`config.mk`:
```
export PLATFORM = sky130hd
export DESIGN_NAME = auxc_ctrl
export DESIGN_NICKNAME = d
export VERILOG_FILES = /design/src/hw/auxc_pkg.sv /design/src/hw/auxc_ctrl.sv /design/src/hw/auxc_fw_timer.sv /design/src/hw/auxc_sync.sv
export SDC_FILE = /design/constraint.sdc
export NUM_CORES = 1
export LEC_CHECK = 0
export BUFFER_PORTS_ARGS = -buffer_cell sky130_fd_sc_hd__buf_4
export CORE_MARGIN = 1.5
export CORE_UTILIZATION = 46
export CTS_BUF_LIST = sky130_fd_sc_hd__clkbuf_8 sky130_fd_sc_hd__clkbuf_16
export DETAILED_ROUTE_END_ITERATION = 10
export PLACE_DENSITY = 0.84
export SLEW_MARGIN = 20
export SYNTH_ARGS = -nofsm -noshare
export SYNTH_HDL_FRONTEND = slang
export SYNTH_SLANG_ARGS = --single-unit
```
`constraint.sdc`:
```
create_clock -name clk -period 2.49 [get_ports clk]
set_input_delay 0.3735 -clock clk [delete_from_list [all_inputs] [get_ports clk]]
set_output_delay 0.3735 -clock clk [all_outputs]
set_load 0.03 [all_outputs]
```
`src/hw/auxc_pkg.sv`:
```
package auxc_pkg;

	////////////////////////////////////////////////////////////////////////////
	// Clock and timing.

	localparam int        CLK_MHZ       = 40;
	localparam real       FW_T1_MS      = 1.6;
	localparam real       FW_T2_MS      = 3.2;
	localparam real       FW_T3_MS      = 12.8;
	localparam int        FW_T1_CYC     = int'(FW_T1_MS * 1000.0 * CLK_MHZ);
	localparam int        FW_T2_CYC     = int'(FW_T2_MS * 1000.0 * CLK_MHZ);
	localparam int        FW_T3_CYC     = int'(FW_T3_MS * 1000.0 * CLK_MHZ);
	localparam int        FW_CNT_W      = 20;

	////////////////////////////////////////////////////////////////////////////
	// Register indices; the byte address is four times the index.

	localparam logic [12:0] IDX_CTRL_A    = 13'h00F8;
	localparam logic [12:0] IDX_CTRL_B    = 13'h00F7;
	localparam logic [12:0] IDX_STATUS    = 13'h00F9;
	localparam logic [12:0] IDX_BROWNOUT  = 13'h00E3;
	localparam logic [12:0] IDX_BG_TRIM   = 13'h1FFB;
	localparam logic [12:0] IDX_OSC_TRIM  = 13'h1FFD;
	localparam logic [12:0] IDX_PROTECT   = 13'h1FFF;

	////////////////////////////////////////////////////////////////////////////
	// Field positions.

	localparam int A_WD_CLEAR    = 7;
	localparam int A_T3_CLEAR    = 6;
	localparam int A_BG_FORCE    = 5;
	localparam int A_CONV_START  = 4;
	localparam int A_PWM0_HOLD   = 3;
	localparam int A_PWMG_HOLD   = 2;
	localparam int A_DPTR_SEL    = 0;
	localparam int B_WD_MODE_HI  = 7;
	localparam int B_WD_MODE_LO  = 6;
	localparam int B_POWER_SAVE  = 5;
	localparam int B_BG_PIN_OUT  = 4;
	localparam int B_LONG_DIV    = 3;
	localparam int B_FW_SEL_HI   = 2;
	localparam int B_FW_SEL_LO   = 1;
	localparam int B_WIDE_MULDIV = 0;
	localparam int S_FW_TIMEOUT  = 0;
	localparam int P_PROTECT     = 7;
	localparam int P_RESET_PIN   = 6;
	localparam int P_LEVEL_HI    = 5;
	localparam int P_LEVEL_LO    = 2;

	////////////////////////////////////////////////////////////////////////////
	// Reset values and codes.

	localparam logic [7:0] CTRL_A_RST    = 8'h0C;
	localparam logic [7:0] CTRL_B_RST    = 8'h06;
	localparam logic [3:0] BROWNOUT_RST  = 4'h0;
	localparam logic [3:0] BG_PIN_CHAN   = 4'hC;
	localparam logic [1:0] WD_MODE_ALWAYS = 2'h3;
	localparam logic [1:0] WD_MODE_ACTIVE = 2'h2;

	typedef enum logic [2:0] {
		AUXC_PM_FAST = 3'h0,
		AUXC_PM_SLOW = 3'h1,
		AUXC_PM_IDLE = 3'h2,
		AUXC_PM_HALT = 3'h3,
		AUXC_PM_STOP = 3'h4
	} auxc_power_t;

	typedef enum logic [1:0] {
		AUXC_BUS_IDLE = 2'b01,
		AUXC_BUS_ACK  = 2'b10
	} auxc_bus_t;

	typedef struct packed {
		auxc_bus_t   bus;
		logic [7:0]  ctrl_a;
		logic [7:0]  ctrl_b;
		logic [3:0]  brownout;
		logic        fw_timeout;
		logic [7:0]  bg_word;
		logic [7:0]  osc_word;
		logic [7:0]  protect_word;
		logic        loaded;
		logic [31:0] rdata;
	} auxc_state_t;

	typedef struct packed {
		logic [FW_CNT_W-1:0] count;
		logic                timeout;
	} auxc_fwt_state_t;

	typedef struct packed {
		logic first;
		logic second;
	} auxc_sync_state_t;

endpackage : auxc_pkg

```
`src/hw/auxc_ctrl.sv`:
```
module auxc_ctrl #(
	parameter int FW_T1_CYCLES = auxc_pkg::FW_T1_CYC,
	parameter int FW_T2_CYCLES = auxc_pkg::FW_T2_CYC,
	parameter int FW_T3_CYCLES = auxc_pkg::FW_T3_CYC
) (
	input  wire logic                 clk,
	input  wire logic                 rst,
	input  wire logic [14:0]          avs_address,
	input  wire logic                 avs_read,
	input  wire logic                 avs_write,
	input  wire logic [3:0]           avs_byteenable,
	input  wire logic [31:0]          avs_writedata,
	output logic      [31:0]          avs_readdata,
	output logic                      avs_waitrequest,
	input  wire auxc_pkg::auxc_power_t power_mode,
	input  wire logic [3:0]           adc_channel_select,
	input  wire logic                 adc_conv_done,
	input  wire logic                 bandgap_auto_req,
	input  wire logic                 flash_write_busy,
	input  wire logic                 ext_reset_pin_n,
	input  wire logic [7:0]           cfg_bandgap_trim_word,
	input  wire logic [7:0]           cfg_oscillator_trim_word,
	input  wire logic [7:0]           cfg_protection_reset_word,
	output logic                      watchdog_run,
	output logic                      watchdog_clear_strobe,
	output logic                      timer3_clear_strobe,
	output logic                      bandgap_pin_output,
	output logic                      bandgap_enable,
	output logic                      conversion_start_flag,
	output logic                      pwm0_hold_clear,
	output logic      [6:1]           pwm_group_hold_clear,
	output logic                      wide_muldiv_select,
	output logic                      long_divide_select,
	output logic                      dptr_select,
	output logic                      power_save,
	output logic                      flash_write_timeout,
	output logic                      code_protect,
	output logic                      reset_pin_enable,
	output logic                      ext_reset_req,
	output logic      [3:0]           brownout_level_runtime,
	output logic      [3:0]           brownout_level_config,
	output logic      [6:0]           oscillator_trim,
	output logic      [4:0]           bandgap_trim
);
	import auxc_pkg::*;

	auxc_state_t state;
	auxc_state_t next_state;
	logic [12:0] index;
	logic        access;
	logic        wr_en;
	logic [7:0]  wbyte;
	logic [7:0]  rbyte;
	logic        fw_timeout_pulse;
	logic        reset_pin_sync;
	logic        low_power;
	logic [1:0]  wd_mode;

	////////////////////////////////////////////////////////////////////////////
	// Helpers.

	auxc_fw_timer #(
		.T1_CYC (FW_T1_CYCLES),
		.T2_CYC (FW_T2_CYCLES),
		.T3_CYC (FW_T3_CYCLES)
	) u_fw_timer (
		.clk     (clk),
		.rst     (rst),
		.busy    (flash_write_busy),
		.sel     (state.ctrl_b[B_FW_SEL_HI:B_FW_SEL_LO]),
		.timeout (fw_timeout_pulse)
	);

	auxc_sync #(
		.WIDTH (1)
	) u_reset_pin_sync (
		.clk      (clk),
		.rst      (rst),
		.async_in (~ext_reset_pin_n),
		.sync_out (reset_pin_sync)
	);

	////////////////////////////////////////////////////////////////////////////
	// Bus decode.

	assign index  = avs_address[14:2];
	assign access = avs_read | avs_write;
	assign wbyte  = avs_writedata[7:0];
	// A write lands at the edge where waitrequest is seen low.
	assign wr_en  = avs_write && state.bus == AUXC_BUS_ACK && avs_byteenable[0];

	always_comb begin
		if (index == IDX_CTRL_A) begin
			rbyte = state.ctrl_a;
		end else if (index == IDX_CTRL_B) begin
			rbyte = state.ctrl_b;
		end else if (index == IDX_STATUS) begin
			rbyte = {7'h00, state.fw_timeout};
		end else if (index == IDX_BROWNOUT) begin
			rbyte = {4'h0, state.brownout};
		end else if (index == IDX_BG_TRIM) begin
			rbyte = state.bg_word;
		end else if (index == IDX_OSC_TRIM) begin
			rbyte = state.osc_word;
		end else if (index == IDX_PROTECT) begin
			rbyte = state.protect_word;
		end else begin
			rbyte = 8'h00;
		end
	end

	////////////////////////////////////////////////////////////////////////////
	// Next state.

	always_comb begin
		next_state = state;

		case (state.bus)
			AUXC_BUS_IDLE: begin
				if (access) begin
					next_state.bus   = AUXC_BUS_ACK;
					next_state.rdata = {24'h000000, rbyte};
				end
			end
			AUXC_BUS_ACK: begin
				next_state.bus = AUXC_BUS_IDLE;
			end
			default: begin
				next_state.bus = AUXC_BUS_IDLE;
			end
		endcase

		// The configuration words are captured once after reset release.
		if (!state.loaded) begin
			next_state.loaded       = 1'b1;
			next_state.bg_word      = cfg_bandgap_trim_word;
			next_state.osc_word     = cfg_oscillator_trim_word;
			next_state.protect_word = cfg_protection_reset_word;
			next_state.brownout     = cfg_protection_reset_word[P_LEVEL_HI:P_LEVEL_LO];
		end

		// Strobes last exactly one cycle after the write that set them.
		next_state.ctrl_a[A_WD_CLEAR] = 1'b0;
		next_state.ctrl_a[A_T3_CLEAR] = 1'b0;

		// End of conversion clears the start flag unless software sets it now.
		if (adc_conv_done) begin
			next_state.ctrl_a[A_CONV_START] = 1'b0;
		end

		if (wr_en && index == IDX_CTRL_A) begin
			next_state.ctrl_a[A_WD_CLEAR]   = wbyte[A_WD_CLEAR];
			next_state.ctrl_a[A_T3_CLEAR]   = wbyte[A_T3_CLEAR];
			next_state.ctrl_a[A_BG_FORCE]   = wbyte[A_BG_FORCE];
			next_state.ctrl_a[A_PWM0_HOLD]  = wbyte[A_PWM0_HOLD];
			next_state.ctrl_a[A_PWMG_HOLD]  = wbyte[A_PWMG_HOLD];
			next_state.ctrl_a[A_DPTR_SEL]   = wbyte[A_DPTR_SEL];
			if (wbyte[A_CONV_START]) begin
				next_state.ctrl_a[A_CONV_START] = 1'b1;
			end else begin
				next_state.ctrl_a[A_CONV_START] = 1'b0;
			end
		end

		if (wr_en && index == IDX_CTRL_B) begin
			next_state.ctrl_b = wbyte;
		end

		if (wr_en && index == IDX_BROWNOUT) begin
			next_state.brownout = wbyte[3:0];
		end

		// Timeout flag: write one to clear, a new timeout in the same cycle wins.
		if (wr_en && index == IDX_STATUS && wbyte[S_FW_TIMEOUT]) begin
			next_state.fw_timeout = 1'b0;
		end
		if (fw_timeout_pulse) begin
			next_state.fw_timeout = 1'b1;
		end
	end

	////////////////////////////////////////////////////////////////////////////
	// State register.

	always_ff @(posedge clk or posedge rst) begin
		if (rst) begin
			state              <= '0;
			state.bus          <= AUXC_BUS_IDLE;
			state.ctrl_a       <= CTRL_A_RST;
			state.ctrl_b       <= CTRL_B_RST;
			state.brownout     <= BROWNOUT_RST;
		end else begin
			state <= next_state;
		end
	end

	////////////////////////////////////////////////////////////////////////////
	// Bus outputs.

	assign avs_waitrequest = access && state.bus != AUXC_BUS_ACK;
	assign avs_readdata    = state.rdata;

	////////////////////////////////////////////////////////////////////////////
	// Control outputs.

	assign wd_mode   = state.ctrl_b[B_WD_MODE_HI:B_WD_MODE_LO];
	assign low_power = power_mode == AUXC_PM_IDLE || power_mode == AUXC_PM_HALT || power_mode == AUXC_PM_STOP;

	always_comb begin
		if (wd_mode == WD_MODE_ALWAYS) begin
			watchdog_run = 1'b1;
		end else if (wd_mode == WD_MODE_ACTIVE) begin
			watchdog_run = ~low_power;
		end else begin
			watchdog_run = 1'b0;
		end
	end

	always_comb begin
		if (state.ctrl_a[A_BG_FORCE]) begin
			bandgap_enable = ~low_power;
		end else begin
			bandgap_enable = bandgap_auto_req;
		end
	end

	assign watchdog_clear_strobe = state.ctrl_a[A_WD_CLEAR];
	assign timer3_clear_strobe   = state.ctrl_a[A_T3_CLEAR];
	assign bandgap_pin_output    = state.ctrl_b[B_BG_PIN_OUT] && adc_channel_select == BG_PIN_CHAN;
	assign conversion_start_flag = state.ctrl_a[A_CONV_START];
	assign pwm0_hold_clear       = state.ctrl_a[A_PWM0_HOLD];
	assign pwm_group_hold_clear  = {6{state.ctrl_a[A_PWMG_HOLD]}};
	assign wide_muldiv_select    = state.ctrl_b[B_WIDE_MULDIV];
	assign long_divide_select    = state.ctrl_b[B_WIDE_MULDIV] & state.ctrl_b[B_LONG_DIV];
	assign dptr_select           = state.ctrl_a[A_DPTR_SEL];
	assign power_save            = state.ctrl_b[B_POWER_SAVE];
	assign flash_write_timeout   = state.fw_timeout;

	////////////////////////////////////////////////////////////////////////////
	// Configuration word fields; reserved bits 1 and 0 drive nothing.

	assign code_protect           = state.protect_word[P_PROTECT];
	assign reset_pin_enable       = state.protect_word[P_RESET_PIN];
	assign ext_reset_req          = reset_pin_sync & state.protect_word[P_RESET_PIN];
	assign brownout_level_config  = state.protect_word[P_LEVEL_HI:P_LEVEL_LO];
	assign brownout_level_runtime = state.brownout;
	assign oscillator_trim        = state.osc_word[6:0];
	assign bandgap_trim           = state.bg_word[4:0];

endmodule : auxc_ctrl

```
`src/hw/auxc_fw_timer.sv`:
```
module auxc_fw_timer #(
	parameter int T1_CYC = auxc_pkg::FW_T1_CYC,
	parameter int T2_CYC = auxc_pkg::FW_T2_CYC,
	parameter int T3_CYC = auxc_pkg::FW_T3_CYC
) (
	input  wire logic       clk,
	input  wire logic       rst,
	input  wire logic       busy,
	input  wire logic [1:0] sel,
	output logic            timeout
);
	import auxc_pkg::*;

	auxc_fwt_state_t     state;
	auxc_fwt_state_t     next_state;
	logic [FW_CNT_W-1:0] limit;

	// Counting stops at the limit so that one write yields one timeout pulse.
	always_comb begin
		next_state = state;
		next_state.timeout = 1'b0;
		case (sel)
			2'h1:    limit = FW_CNT_W'(T1_CYC - 1);
			2'h2:    limit = FW_CNT_W'(T2_CYC - 1);
			default: limit = FW_CNT_W'(T3_CYC - 1);
		endcase
		if (!busy || sel == 2'h0) begin
			next_state.count = '0;
		end else if (state.count == limit) begin
			if (!state.timeout) begin
				next_state.count = state.count;
			end
		end else begin
			next_state.count = state.count + FW_CNT_W'(1);
			if (state.count + FW_CNT_W'(1) == limit) begin
				next_state.timeout = 1'b1;
			end
		end
	end

	always_ff @(posedge clk or posedge rst) begin
		if (rst) begin
			state <= '0;
		end else begin
			state <= next_state;
		end
	end

	assign timeout = state.timeout;

endmodule : auxc_fw_timer

```
`src/hw/auxc_sync.sv`:
```
module auxc_sync #(
	parameter int WIDTH = 1
) (
	input  wire logic             clk,
	input  wire logic             rst,
	input  wire logic [WIDTH-1:0] async_in,
	output logic      [WIDTH-1:0] sync_out
);
	import auxc_pkg::*;

	genvar i;
	generate
		for (i = 0; i < WIDTH; i++) begin : g_bit
			auxc_sync_state_t state;
			auxc_sync_state_t next_state;

			always_comb begin
				next_state.first  = async_in[i];
				next_state.second = state.first;
			end

			always_ff @(posedge clk or posedge rst) begin
				if (rst) begin
					state <= '0;
				end else begin
					state <= next_state;
				end
			end

			assign sync_out[i] = state.second;
		end
	endgenerate

endmodule : auxc_sync

```
## Yosys cells after proc, flatten, opt, wreduce, memory -nomap -nowiden

Cells that the tools add are included.
Widths: inputs -> output; s select.

- Equal/unequal tests: 23
- Add/subtract/negate cells: 1
- Bitwise logic cells: 5
- Reduce and logical (&&, ||, !) cells: 17
- Multiplexer cells: 25

Operator list:

| cell | count |
|---|---|
| $mux 8 | 7 |
| $eq 13x8->1 const B | 4 |
| $eq 20x19->1 | 2 |
| $mux 20 | 2 |
| $eq 13x13->1 const B | 3 |
| $pmux 19 s2 | 1 |
| $add 20x1->20 const B | 1 |
| $mux 1 | 10 |
| $logic_and 1x1->1 | 9 |
| $eq 2x2->1 const B | 4 |
| $mux 4 | 2 |
| $eq 3x2->1 const B | 2 |
| $mux 6 | 1 |
| $eq 2x1->1 const B | 2 |
| $eq 4x4->1 const B | 1 |
| $mux 2 | 2 |
| $ne 2x1->1 const B | 2 |
| $ne 2x2->1 const B | 2 |
| $reduce_bool 2->1 | 2 |
| $eq 3x3->1 const B | 1 |
| $logic_or 1x1->1 | 3 |
| $and 1x1->1 | 2 |
| $logic_not 2->1 | 1 |
| $not 1->1 | 2 |
| other kinds (3) | 3 |

- Logic and storage cells: 87
- Output and inout bits: 74
- Bits of input ports: 90
- Register bits: 78

## Logic depth before layout (Yosys ltp)

- Depth after elaboration: 8
- Gate-level depth with buffers: 9

## Cells and area by module

Synthesis repeated with hierarchy kept, for this count alone.

- Cells, all modules: 452
- Area, all modules: 4555.6 um^2

Modules (own cells, without submodules):

| module | cells each | times used | area an instance (um^2) | seq. area each (um^2) |
|---|---|---|---|---|
| auxc_ctrl | 306 | 1 | 3160.5 | 1382.6 |
| auxc_fw_timer | 143 | 1 | 1341.3 | 525.5 |
| auxc_sync | 3 | 1 | 53.8 | 50.0 |

## Least setup slack after synthesis

OpenSTA, ideal clock, no wires.

- Kind: in2reg
- Start: in avs_address[10]
- End: reg state, in the netlist power_save
- Buffers on the path: 1
- Stages on the path: 5
- Arrival: 1.958 ns
- Slack: 0.407 ns
- Setup time: 0.125 ns
- Cells stage by stage: or4_4 > nor4_4 > and2_1 > buf_6 > mux2_4

- Word-level cells in the longest chain between the ends: 2

Ends and longest elaborated chain:

| item | line | text |
|---|---|---|
| from (decl) | auxc_ctrl.sv:8 | `input wire logic [14:0] avs_address,` |
| $eq 13x8->1 | auxc_ctrl.sv:165 | `if (wr_en && index == IDX_CTRL_B) begin` |
| $logic_and 1x1->1 | auxc_ctrl.sv:165 |  |
| to (signal assigned) | auxc_ctrl.sv:193 | `state <= next_state;` |
| to (decl) | auxc_ctrl.sv:47 | `auxc_state_t state;` |

Every way passes these cells.
A chain may end at the register's enable or synchronous reset.

## Final worst setup path

- Start: reg state[63] in the netlist's numbering
- End: reg u_fw_timer.state[11] in the netlist's numbering

- Word-level cells in the longest chain between the ends: 4
- Elaborated cells on any way between the ends: 8
- Classes of those cells: eq/ne: 4; mux: 2; reduce/logical: 2

Ends and longest elaborated chain:

| item | line | text |
|---|---|---|
| $eq 2x2->1 / $eq 2x1->1 (equally long branches) | auxc_fw_timer.sv:22 | `case (sel)` |
| $pmux 19 s2 | auxc_fw_timer.sv:22 |  |
| $eq 20x19->1 | auxc_fw_timer.sv:29 | `end else if (state.count == limit) begin` |
| $ne 2x1->1 (no line) | n/a |  |
| to (signal assigned) | auxc_fw_timer.sv:45 | `state <= next_state;` |
| to (decl) | auxc_fw_timer.sv:14 | `auxc_fwt_state_t state;` |

Several ways; a longest one is shown, not always the timed one.

==> reports/summary.json <==
{
  "status": {
    "run_status": "complete, no violations"
  },
  "synthesis": {
    "yosys_register_bits": 78,
    "yosys-top-cells-area": "dfrtp_1 39%, buf_4 9.5%, mux2_2 8.4%",
    "synth_cell_types": 64,
    "synth_top_flop_cell": "dfrtp_1",
    "synth_enable_flop_cells": 0,
    "post_synth.cell_area_avg_um2": 9.99,
    "syn_inst": 467,
    "synth_area_leader_cell": "dfrtp_1",
    "synth_warnings": 0,
    "syn-cell-area_mm2": 0.00467,
    "ys_async_sr_fraction_pct": 100,
    "netlist.area_leader.share_pct": 39.2,
    "synth-seq-area-share_pct": 42.0
  },
  "floorplanning": {
    "die_w_um": 104,
    "design.die.area_mm2": 0.0108,
    "initial_utilization_pct": 47.5,
    "num_io_pins": 164,
    "fp.coreArea_mm2": 0.00982,
    "num_rows": 36,
    "die_h_um": 104
  },
  "place": {
    "port_buffers": 110,
    "detailedPlacementHpwl_um": 7850,
    "place_inst": 666,
    "gpl.final_weighted_congestion": 0.894
  },
  "setup_path": {
    "cp_max_delay_cell": "dfstp_2",
    "max_stage_delay_ps": 550,
    "criticalPathCategory": "reg2reg",
    "cpLargestDelayFamily": "simple AND/OR/NAND/NOR gates",
    "startpoint_class": "flip-flop",
    "worst-path-buf-inv": 1,
    "worst_ep_required_time_ps": 2730,
    "crit_arrival_ps": 2520,
    "cp_max_fo": 9,
    "critical_path.cell_chain": "ha_1 -> or3b_2 -> a22oi_1 -> nand4_1 -> buf_4 -> nand2_1 -> xnor2_1 -> nor2_1",
    "worstSetupEndpointType": "flip-flop"
  },
  "cells_and_area": {
    "antennaDiodeCount": 0,
    "commonest_cells_after_routing_fill_and_taps_aside": "123 x buf_4, 73 x dfrtp_1, 35 x mux2_2",
    "final_core_util_pct": 56.1,
    "area.growth.synth_to_final_pct": 18.0,
    "layout-drive-gt1-share_pct": 36.6,
    "final_cell_count_no_fill": 682,
    "leading_cell_type_in_the_layout_fill_and_taps_excluded": "buf_4",
    "final_nets": 639
  },
  "sta": {
    "setup_viol_count_final": 0,
    "slew_headroom_pct": 63.5,
    "grt_setup_unrepaired": "false",
    "clock_tree_skew_after_final_layout_ps": 14.1,
    "report.final.hold_viol_count": 0,
    "setup-tns-final_ps": 0,
    "finalCriticalPeriod_ps": 2290,
    "clock.fmax_mhz": 438,
    "final.period_utilization_pct": 91.8,
    "slew_viol_final": 0,
    "worst_slew_pin_slew_ps": 546
  },
  "power": {
    "pwr-share-seq_pct": 48.3,
    "p_total_mw": 2.91,
    "power_switching_mw": 0.874,
    "static-leakage-power_nw": 2.55,
    "clkPwrFrac_pct": 31.7,
    "p_int_mw": 2.04,
    "ir_worst_vdd_mv": 0.309,
    "comb_power_share_pct": 20.0,
    "power.share.switching_pct": 30.0,
    "power.density_mw_per_mm2": 529
  },
  "global_routing": {
    "grt_pass1_wl_um": 17200,
    "gr-total-overflow": 0,
    "grt_util_all_layers_pct": 19.7,
    "first_global_vias": 3540,
    "pin_count_of_the_biggest_net_entering_global_routing": 79,
    "number_of_antenna_violations_at_the_first_check_in_global_routing": 0
  },
  "routing": {
    "vias_per_cell": 5.32,
    "postRouteAntennaNets": 0,
    "detailroute.via_count": 3625,
    "drt-pass1-iter-count": 4,
    "post-route-drc-count": 0,
    "postRouteWirelength_um": 10400,
    "detailedRoute.firstIterationViolations": 156,
    "routedWlPerCell_um": 15.3
  },
  "clocking": {
    "postCtsSetupRepairBufs": 0,
    "cts.sink_count": 78,
    "insertion_delay_ps": 360,
    "tritoncts": "done",
    "cts_hold_buffers": 0,
    "post_cts_resize_count": 0,
    "cts_max_path_buffers": 2,
    "h-tree-depth": 3,
    "clk_pin_slew_ps": 80,
    "number_of_cts_inserted_buffers": 9,
    "cts.root.buffer_cell": "clkbuf_8"
  },
  "hold_path": {
    "holdCritPathClass": "in2async"
  },
  "flow_run": {
    "drv_cap": 0
  }
}
## state kept, by name (all words and copies together), names as in the netlist, 4 cells and up
name                    cells
avs_readdata                8
bandgap_trim                5
brownout_level_config       4
brownout_level_runtime      4
oscillator_trim             7
state                      16
u_fw_timer.state           20
## cell usage after synthesis (all sizes together) (4+ instances only)
master,n
dfrtp,73
buf,68
mux2,41
nor2,34
nand2,32
o21ai,18
a21oi,16
inv,15
nand3,14
nand4,14
xnor2,14
clkbuf,13
a22oi,12
nor3,9
nor4,7
and3,6
a31oi,5
dfstp,5
ha,5
nand2b,5
nor2b,5
xor2,5
and2,4
mux2i,4
nand3b,4
o31ai,4
## layer usage
metal / track usage (%) / up-vias / wire length, um
met5: 0 / - / 0
li1: - / 1709 / -
met3: 5.35 / 26 / 619
met1: 24.1 / 1745 / 4250
met4: 6.25 / 0 / 220
met2: 34.0 / 145 / 5310
## kinds of logic (layout without fill, tap and decap cells)
kind of cell | count (synthesis) | after routing | synth area share (%)
AND/OR/NAND/NOR | 148 | 148 | 18.4
buffers and inverters | 97 | 156 | 13.0
flip-flops | 78 | 78 | 42.0
AO/OA/AOI/OAI | 73 | 73 | 10.3
multiplexers | 45 | 45 | 11.2
XOR/XNOR | 19 | 19 | 3.57
adder cells (fa/ha/maj) | 5 | 5 | 1.34
other | 2 | 25 | 0.161
## power groups by stage
stage | logic [mW] | registers, mW | clock network [mW]
finish | 0.582 | 1.41 | 0.923
CTS | 0.586 | 1.40 | 0.947
detailed placement | 0.584 | 1.43 | 0
floorplan | 0.452 | 1.42 | 0
global route | 0.626 | 1.42 | 0.997
global placement | 0.573 | 1.42 | 0
## final timing paths
check / start / to / slack, ps / cells after the start
max: state[63] / u_fw_timer.state[11] / 200 / 8
min: rst / u_fw_timer.state[2] / 90 / 3
max reg2reg: state[63] / u_fw_timer.state[11] / 200 / 8
min reg2reg: u_reset_pin_sync.g_bit[0].next_state[0] / u_reset_pin_sync.sync_out / 350 / 0
max in group asynchronous: rst / pwm0_hold_clear / 2030 / 3
min in group clk: ext_reset_pin_n / u_reset_pin_sync.g_bit[0].next_state[0] / 160 / 2
## worst register-to-register path, cell delays in order (launching register included)
cell and delay [ps]:
dfstp_2 550, ha_1 200, or3b_2 460, a22oi_1 220
nand4_1 240, buf_4 250, nand2_1 80, xnor2_1 110
nor2_1 60
## per-stage QoR
stage | area [um^2] | hold slack [ps] | worst slack (ps)
after global routing | 5510 | 122 | 45.7
after global placement | 5320 | 332 | 252
after CTS | 5510 | 110 | 236
after floorplan | 4750 | 331 | 130
after detailed placement | 5320 | 335 | 203
final | 5510 | 93.1 | 205
## final cells by class
cell class                 instances  area [um^2]
sequential                        78         1960
clock buffer                       9          124
tap                              133          166
timing repair buffer             124          943
fill                             862         4310
clock inverter                     7         67.6
inverter                          16         61.3
multi-input combinational        315         2190
No activity file was read; power rests on OpenSTA's default activity.
